**config.mk**
```make
export PLATFORM = sky130hd
export DESIGN_NAME = token_node_status_flags
export DESIGN_NICKNAME = d
export VERILOG_FILES = /design/src/rtl/token_node_status_pkg.sv /design/src/rtl/token_node_status_flags.sv
export VERILOG_INCLUDE_DIRS = /design/src /design/src/rtl
export SDC_FILE = /design/constraint.sdc
export NUM_CORES = 1
export LEC_CHECK = 0
export BUFFER_PORTS_ARGS = -buffer_cell sky130_fd_sc_hd__buf_2
export CORE_ASPECT_RATIO = 1.4
export CORE_MARGIN = 2
export CORE_UTILIZATION = 45
export DETAILED_ROUTE_END_ITERATION = 10
export PLACE_DENSITY = 0.83
export SLEW_MARGIN = 10
export SYNTH_ARGS = -nofsm -noshare
export SYNTH_HDL_FRONTEND = slang
export SYNTH_SLANG_ARGS = --single-unit
```
**constraint.sdc**
```tcl
create_clock -name clk_sys -period 1.66 [get_ports clk_sys]
set_input_delay 0.083 -clock clk_sys [delete_from_list [all_inputs] [get_ports clk_sys]]
set_output_delay 0.083 -clock clk_sys [all_outputs]
set_load 0.02 [all_outputs]
```
**src/rtl/token_node_status_params.svh**
```systemverilog
// constants for the token node status flag register bank
// assumes a 100 MHz system clock and a 32-bit classic Wishbone register bus
`ifndef TOKEN_NODE_STATUS_PARAMS_SVH
`define TOKEN_NODE_STATUS_PARAMS_SVH
`define TNS_ADR_STATUS 8'h00
`define TNS_ADR_MASK 8'h04
`define TNS_ADR_CMD 8'h08
`define TNS_ADR_NODEID 8'h0C
`define TNS_ADR_EVENT 8'h10
`define TNS_BIT_RECEIVE_BLOCKED 7
`define TNS_BIT_RESET_OCCURRED 4
`define TNS_BIT_TEST 3
`define TNS_BIT_REBUILD 2
`define TNS_BIT_TX_ACKED 1
`define TNS_BIT_TX_FREE 0
`define TNS_CMD_ARM_RX 0
`define TNS_CMD_FLAG_CLEAR 1
`define TNS_CMD_SEND 2
`define TNS_CMD_TX_DISABLE 3
`define TNS_CMD_SOFT_RESET 4
`define TNS_STATUS_RESET 8'h91
`define TNS_IRQ_BITS 8'h85
`define TNS_MASK_RESET 8'h00
`define TNS_NODEID_RESET 8'h00
`define TNS_IDLE_NS 41000
`define TNS_CLK_NS 10
`define TNS_IDLE_CYCLES ((`TNS_IDLE_NS + `TNS_CLK_NS - 1) / `TNS_CLK_NS)
`endif

```
**src/rtl/token_node_status_pkg.sv**
```systemverilog
// types shared by the token node status flag register bank
// assumes the constants header for all numeric values except the one-hot state encodings defined here
package token_node_status_pkg;
    typedef enum logic [2:0]
    {
        TX_IDLE = 3'b001,
        TX_WAIT_TOKEN = 3'b010,
        TX_SENDING = 3'b100
    } tx_state_e;
endpackage : token_node_status_pkg

```
**src/rtl/token_node_status_flags.sv**
```systemverilog
// status flag register bank of a token-passing node with a Wishbone slave
// assumes the receive and transmit engines run on clk_sys and give one-cycle pulses
`timescale 1ns/1ps
`include "token_node_status_params.svh"
module token_node_status_flags #(
    parameter int unsigned IDLE_CYCLES = `TNS_IDLE_CYCLES
) (
    // clock and reset
    input wire logic clk_sys,
    input wire logic sys_rst,
    // wishbone slave
    input wire logic cyc_i,
    input wire logic stb_i,
    input wire logic we_i,
    input wire logic [7:0] adr_i,
    input wire logic [3:0] sel_i,
    input wire logic [31:0] dat_i,
    output logic [31:0] dat_o,
    output logic ack_o,
    // serial line and link engine
    input wire logic serialRxIn,
    input wire logic rxPacketStored,
    input wire logic rxSendAttempt,
    input wire logic tokenToUs,
    input wire logic lastByteSent,
    input wire logic txAckIn,
    input wire logic txBroadcast,
    output logic rxNakOut,
    output logic rxEnableOut,
    output logic txRequestOut,
    // interrupt
    output logic irqOut
);
    localparam int unsigned CW = $clog2(IDLE_CYCLES + 1);
    localparam logic [CW-1:0] IDLE_LAST = CW'(IDLE_CYCLES - 1);

    // serial line synchroniser and activity detect
    logic rxMeta_r, rxSync_r, rxPrev_r;
    logic [CW-1:0] idleCnt_r, idleCnt_nxt;
    logic idleExpire;

    // flags and transmit state
    logic rxBlk_r, rxBlk_nxt;
    logic rstOcc_r, rstOcc_nxt;
    logic rebuild_r, rebuild_nxt;
    logic txAck_r, txAck_nxt;
    logic txFree_r, txFree_nxt;
    logic ackWin_r, ackWin_nxt;
    logic bcast_r, bcast_nxt;
    token_node_status_pkg::tx_state_e txState_r, txState_nxt;
    logic [7:0] statusNow;

    // software registers and bus
    logic [7:0] mask_r, mask_nxt;
    logic [7:0] nodeId_r, nodeId_nxt;
    logic [7:0] event_r, event_nxt;
    logic [31:0] datO_nxt;
    logic ack_nxt, irq_nxt, nak_nxt;
    logic wbReq, wrLow, armCmd, clrCmd, sendCmd, disCmd, softRst, nodeZero, rdEvent;
    logic [7:0] prevIrqFlags_r;

    assign wbReq = cyc_i && stb_i && !ack_o;
    assign wrLow = wbReq && we_i && sel_i[0];
    assign armCmd = wrLow && adr_i == `TNS_ADR_CMD && dat_i[`TNS_CMD_ARM_RX];
    assign clrCmd = wrLow && adr_i == `TNS_ADR_CMD && dat_i[`TNS_CMD_FLAG_CLEAR];
    assign sendCmd = wrLow && adr_i == `TNS_ADR_CMD && dat_i[`TNS_CMD_SEND];
    assign disCmd = wrLow && adr_i == `TNS_ADR_CMD && dat_i[`TNS_CMD_TX_DISABLE];
    assign softRst = wrLow && adr_i == `TNS_ADR_CMD && dat_i[`TNS_CMD_SOFT_RESET];
    assign nodeZero = wrLow && adr_i == `TNS_ADR_NODEID && dat_i[7:0] == 8'h00;
    assign rdEvent = wbReq && !we_i && adr_i == `TNS_ADR_EVENT;
    assign idleExpire = idleCnt_r == IDLE_LAST;
    // reserved bits 6, 5 and the test bit read as zero
    assign statusNow = {rxBlk_r, 2'b00, rstOcc_r, 1'b0, rebuild_r, txAck_r, txFree_r};

    always_ff @(posedge clk_sys or posedge sys_rst)
    begin
        if (sys_rst)
        begin
            rxMeta_r <= 1'b0;
            rxSync_r <= 1'b0;
            rxPrev_r <= 1'b0;
        end
        else
        begin
            rxMeta_r <= serialRxIn;
            rxSync_r <= rxMeta_r;
            rxPrev_r <= rxSync_r;
        end
    end

    // line idle timer, restarted by any edge on the line
    always_comb
    begin
        if (rxSync_r != rxPrev_r || idleExpire)
            idleCnt_nxt = '0;
        else
            idleCnt_nxt = idleCnt_r + CW'(1);
    end

    always_ff @(posedge clk_sys or posedge sys_rst)
    begin
        if (sys_rst)
            idleCnt_r <= '0;
        else
            idleCnt_r <= idleCnt_nxt;
    end

    // flags: every hardware set wins over a clear in the same cycle, but a soft reset wins over every hardware set
    always_comb
    begin
        rxBlk_nxt = rxBlk_r;
        rstOcc_nxt = rstOcc_r;
        rebuild_nxt = rebuild_r;
        txAck_nxt = txAck_r;
        txFree_nxt = txFree_r;
        ackWin_nxt = ackWin_r;
        bcast_nxt = bcast_r;
        txState_nxt = txState_r;
        if (armCmd)
            rxBlk_nxt = 1'b0;
        if (rxPacketStored)
            rxBlk_nxt = 1'b1;
        if (clrCmd)
        begin
            rstOcc_nxt = 1'b0;
            rebuild_nxt = 1'b0;
        end
        if (nodeZero)
            rstOcc_nxt = 1'b1;
        if (idleExpire)
            rebuild_nxt = 1'b1;
        case (txState_r)
            token_node_status_pkg::TX_WAIT_TOKEN:
            begin
                if (tokenToUs)
                begin
                    txFree_nxt = 1'b0;
                    ackWin_nxt = 1'b1;
                    bcast_nxt = txBroadcast;
                    txState_nxt = token_node_status_pkg::TX_SENDING;
                end
            end
            token_node_status_pkg::TX_SENDING:
            begin
                if (lastByteSent)
                begin
                    txFree_nxt = 1'b1;
                    txState_nxt = token_node_status_pkg::TX_IDLE;
                end
            end
            default: txState_nxt = token_node_status_pkg::TX_IDLE;
        endcase
        if (sendCmd)
        begin
            txAck_nxt = 1'b0;
            ackWin_nxt = 1'b0;
            txState_nxt = token_node_status_pkg::TX_WAIT_TOKEN;
        end
        if (disCmd)
        begin
            txFree_nxt = 1'b1;
            txState_nxt = token_node_status_pkg::TX_IDLE;
        end
        if (txAckIn && ackWin_r && !bcast_r)
            txAck_nxt = 1'b1;
        if (softRst)
        begin
            rxBlk_nxt = 1'(`TNS_STATUS_RESET >> `TNS_BIT_RECEIVE_BLOCKED);
            rstOcc_nxt = 1'b1;
            rebuild_nxt = 1'b0;
            txAck_nxt = 1'b0;
            txFree_nxt = 1'b1;
            ackWin_nxt = 1'b0;
            bcast_nxt = 1'b0;
            txState_nxt = token_node_status_pkg::TX_IDLE;
        end
    end

    always_ff @(posedge clk_sys or posedge sys_rst)
    begin
        if (sys_rst)
        begin
            rxBlk_r <= 1'(`TNS_STATUS_RESET >> `TNS_BIT_RECEIVE_BLOCKED);
            rstOcc_r <= 1'b1;
            rebuild_r <= 1'b0;
            txAck_r <= 1'b0;
            txFree_r <= 1'b1;
            ackWin_r <= 1'b0;
            bcast_r <= 1'b0;
            txState_r <= token_node_status_pkg::TX_IDLE;
        end
        else
        begin
            rxBlk_r <= rxBlk_nxt;
            rstOcc_r <= rstOcc_nxt;
            rebuild_r <= rebuild_nxt;
            txAck_r <= txAck_nxt;
            txFree_r <= txFree_nxt;
            ackWin_r <= ackWin_nxt;
            bcast_r <= bcast_nxt;
            txState_r <= txState_nxt;
        end
    end

    // bus slave, sticky events and outputs
    always_comb
    begin
        mask_nxt = mask_r;
        nodeId_nxt = nodeId_r;
        datO_nxt = dat_o;
        ack_nxt = wbReq;
        // rising interrupt-capable flags are latched; a read of the event word clears
        event_nxt = rdEvent ? 8'h00 : event_r;
        event_nxt = event_nxt | (statusNow & ~prevIrqFlags_r & `TNS_IRQ_BITS);
        if (wrLow)
        begin
            if (adr_i == `TNS_ADR_MASK)
                mask_nxt = dat_i[7:0];
            else if (adr_i == `TNS_ADR_NODEID)
                nodeId_nxt = dat_i[7:0];
        end
        if (wbReq && !we_i)
        begin
            if (adr_i == `TNS_ADR_STATUS)
                datO_nxt = {24'h000000, statusNow};
            else if (adr_i == `TNS_ADR_MASK)
                datO_nxt = {24'h000000, mask_r};
            else if (adr_i == `TNS_ADR_NODEID)
                datO_nxt = {24'h000000, nodeId_r};
            else if (adr_i == `TNS_ADR_EVENT)
                datO_nxt = {24'h000000, event_r};
            else
                datO_nxt = 32'h00000000;
        end
        irq_nxt = |(statusNow & mask_r & `TNS_IRQ_BITS) || |(event_r & mask_r);
        nak_nxt = rxSendAttempt && rxBlk_r;
    end

    always_ff @(posedge clk_sys or posedge sys_rst)
    begin
        if (sys_rst)
        begin
            mask_r <= `TNS_MASK_RESET;
            nodeId_r <= `TNS_NODEID_RESET;
            event_r <= 8'h00;
            prevIrqFlags_r <= 8'h00;
            dat_o <= 32'h00000000;
            ack_o <= 1'b0;
            irqOut <= 1'b0;
            rxNakOut <= 1'b0;
            rxEnableOut <= 1'b0;
            txRequestOut <= 1'b0;
        end
        else
        begin
            mask_r <= mask_nxt;
            nodeId_r <= nodeId_nxt;
            event_r <= event_nxt;
            prevIrqFlags_r <= statusNow & `TNS_IRQ_BITS;
            dat_o <= datO_nxt;
            ack_o <= ack_nxt;
            irqOut <= irq_nxt;
            rxNakOut <= nak_nxt;
            rxEnableOut <= !rxBlk_nxt;
            txRequestOut <= txState_nxt == token_node_status_pkg::TX_WAIT_TOKEN;
        end
    end
endmodule : token_node_status_flags

```
==> metrics.csv <==
stage,metric,value,unit
run_status,status,"complete, no violations",
global_routing,first-pass GRT wire length,9930,um
timing,Tcrit/Tclk final,0.992,
global_routing,GRT overflow,0,
logic_synthesis,share of the synthesized area in the top cell type,0.485,
timing,Fmax,607,MHz
global_routing,GRT Total Usage,0.181,
cts,maximum level of the CTS H-tree,3,
power,P per Cell Area,930,nW/um^2
die,Rows,34,
die,Initial Utilization,0.470,
logic_synthesis,Post-synth EDFFs,0,
timing,Tmin final,1.65,ns
global_routing,initial antenna violation count,0,
route,DRC violations left,0,
place,Place WS,-0.137,ns
global_routing,largest net degree at the start of global routing,23,
die,chip width,72.3,um
route,Vias/cell,5.37,
finish,number of diodes,0,
cts,Clock Sinks,61,
logic_synthesis,Synth cell types,53,
setup_path,critical path peak fanout,5,
finish,Area Overhead vs Synth,21.5,%
place,Placed Instances,383,
finish,Final Core Density,0.571,
route,drt total wl,6390,um
global_routing,vias in the first global route,2159,
power,Leak,1.76,nW
timing,Setup-failing EPs final,0,
cts,CTS root buffer,clkbuf_8,
logic_synthesis,"top cells by area, synth","dfrtp_1 49%, buf_4 6.4%, mux2_2 6.1%",
timing,Fin. Hold Viols,0,
flow_run,Max Cap Viol,0,
logic_synthesis,Synth Flop Type,dfrtp_1,
route,initial DRC count,123,
die,I/O Pins,93,
hold_path,HP Class,input pin to flop,
setup_path,Worst setup EP type,flop,
timing,Final Max Tran Viols,0,
setup_path,worst endpoint required time,1.90,ns
logic_synthesis,cell taking the most area after synthesis,dfrtp_1,
setup_path,critical path class,flop to flop,
setup_path,CP startpoint kind,flop,
timing,unrepaired setup endpoints after global routing,true,
setup_path,critical path arrival,1.88,ns
place,Port Buffers,41,
route,first-pass iteration count of the detailed router,4,
cts,cts bufs inserted,9,
cts,clock latency on the worst-skew pair,0.35,ns
logic_synthesis,Mapped Cells,266,
die,die area,7200,um^2
cts,"Reg clk slew, reported paths",0.08,ns
route,Final ANT Viol Nets,0,
timing,Final WS setup,0.0126,ns
logic_synthesis,sequential fraction of the synthesis area,0.521,
finish,share of layout cells above drive strength 1,0.316,
logic_synthesis,Synth async-reset ratio,1.00,
die,Die Span Y,99.6,um
timing,Slew @ Worst Pin,0.499,ns
die,Placeable Area,6250,um^2
finish,Final Net Count,387,
finish,Finished Layout Cells,407,
logic_synthesis,Synth Cell Area,2940,um^2
cts,CTS tree,yes,
place,GP Congestion,0.881,
logic_synthesis,most frequent cell after synthesis,dfrtp_1,
logic_synthesis,Syn. warnings,0,
power,Peak VDD IR,621,uV
logic_synthesis,Seq cells post-synth,61,
logic_synthesis,Syn Area/Cell,11.0,um^2
route,WL/cell,15.7,um
timing,Slew Limit Headroom,0.662,
place,DP HPWL,4530,um
logic_synthesis,Synth top cells by count,"57 x dfrtp_1, 25 x buf_4, 19 x nor2_1",
timing,Clock Skews,0.0101,ns
route,routed vias,2184,
cts,CTS max path bufs,2,
## final cells by class
type	instances	area, um^2
Inverter	7	30.0
Timing Repair Buffer	62	402
Multi-Input combinational cell	189	1290
Fill cell	523	2680
Sequential cell	61	1530
Clock buffer	9	124
Tap cell	72	90.1
Clock inverter	7	98.8
## power breakdown
group	switching, mW	total, mW	internal [mW]	leakage [nW]
Clock	0.636	1.49	0.852	0.110
Sequential	0.0260	1.55	1.52	0.780
Combinational	0.182	0.287	0.105	0.871
Total	0.845	3.32	2.48	1.76
## state kept, by name (all words and copies together) (netlist names), 3 cells and up
name            count
dat_o               8
event_r             3
idleCnt_r          13
mask_r              8
nodeId_r            8
prevIrqFlags_r      3
txState_r           3
## worst max-delay path: stages (launching register included)
cell and delay, ns:
dfrtp_2 0.40, nand3b_1 0.17, inv_1 0.08, and3_4 0.19, and4_4 0.24, buf_6 0.14
mux2_4 0.31
## cells in the final DEF (no fill, tap or decap), drive strengths merged, types with 4 or more instances in the layout
cell         instances
dfrtp               57
buf                 56
conb                24
nor2                20
mux2                16
nand2               14
o21ai               13
xor2                10
clkbuf               9
nand3                7
nor3                 7
mux2i                7
inv                  7
dlygate4sd3          6
a21oi                5
nand4                4
a31oi                4
dfstp                4
nor4                 4
and4                 4
and2                 4
and3                 4
## cell families after synthesis
family | after synthesis | share of synthesized area
xor+xnor | 12 | 0.0358
flops | 61 | 0.521
buf+inv | 39 | 0.0843
fa+ha+maj | 1 | 0.00426
mux | 23 | 0.0851
simple gates | 90 | 0.180
other cells | 1 | 0.00128
compound gates | 39 | 0.0881
## per-layer routing
layer | vias up | part of all wire | track usage | routed length (um)
met1 | 1076 | 0.38 | 0.200 | 2460
met4 | 0 | 0.022 | 0.0827 | 140
li1 | 1027 | - | - | -
met5 | - | 0 | 0 | 0
met3 | 10 | 0.057 | 0.0476 | 361
met2 | 71 | 0.54 | 0.320 | 3430
## through the flow
step	setup TNS, ns	hold slack [ns]	area [um^2]	power (mW)
after floorplan	-0.353	0.114	3040	1.78
after global placement	-1.10	0.127	3220	1.84
after detailed placement	-1.83	0.139	3220	1.85
after CTS	0	0.0134	3510	3.35
after global routing	-0.830	0.0229	3570	3.45
final	0	0.0266	3570	3.32
## final timing paths
check	from	end	slack [ns]	cells after the start
min in group asynchronous	sys_rst	dat_o[2]$_DFFE_PP0P_	0.31	3
min reg2reg	rxMeta_r$_DFF_PP0_	rxSync_r$_DFF_PP0_	0.35	0
max in group asynchronous	sys_rst	txFree_r$_DFFE_PP1P_	0.77	4
max	ack_o$_DFF_PP0_	nodeId_r[7]$_DFFE_PP0P_	0.01	6
max reg2reg	ack_o$_DFF_PP0_	nodeId_r[7]$_DFFE_PP0P_	0.01	6
min	stb_i	ack_o$_DFF_PP0_	0.03	3
## timing repair
action	CTS	global route
cloned	0	1
setup endpoints to repair	5	20
hold buffers	6	0
buffers inserted	0	1
gates resized for setup	3	13
hold endpoints to repair	22	0
Power figures use the tool's default switching activity.
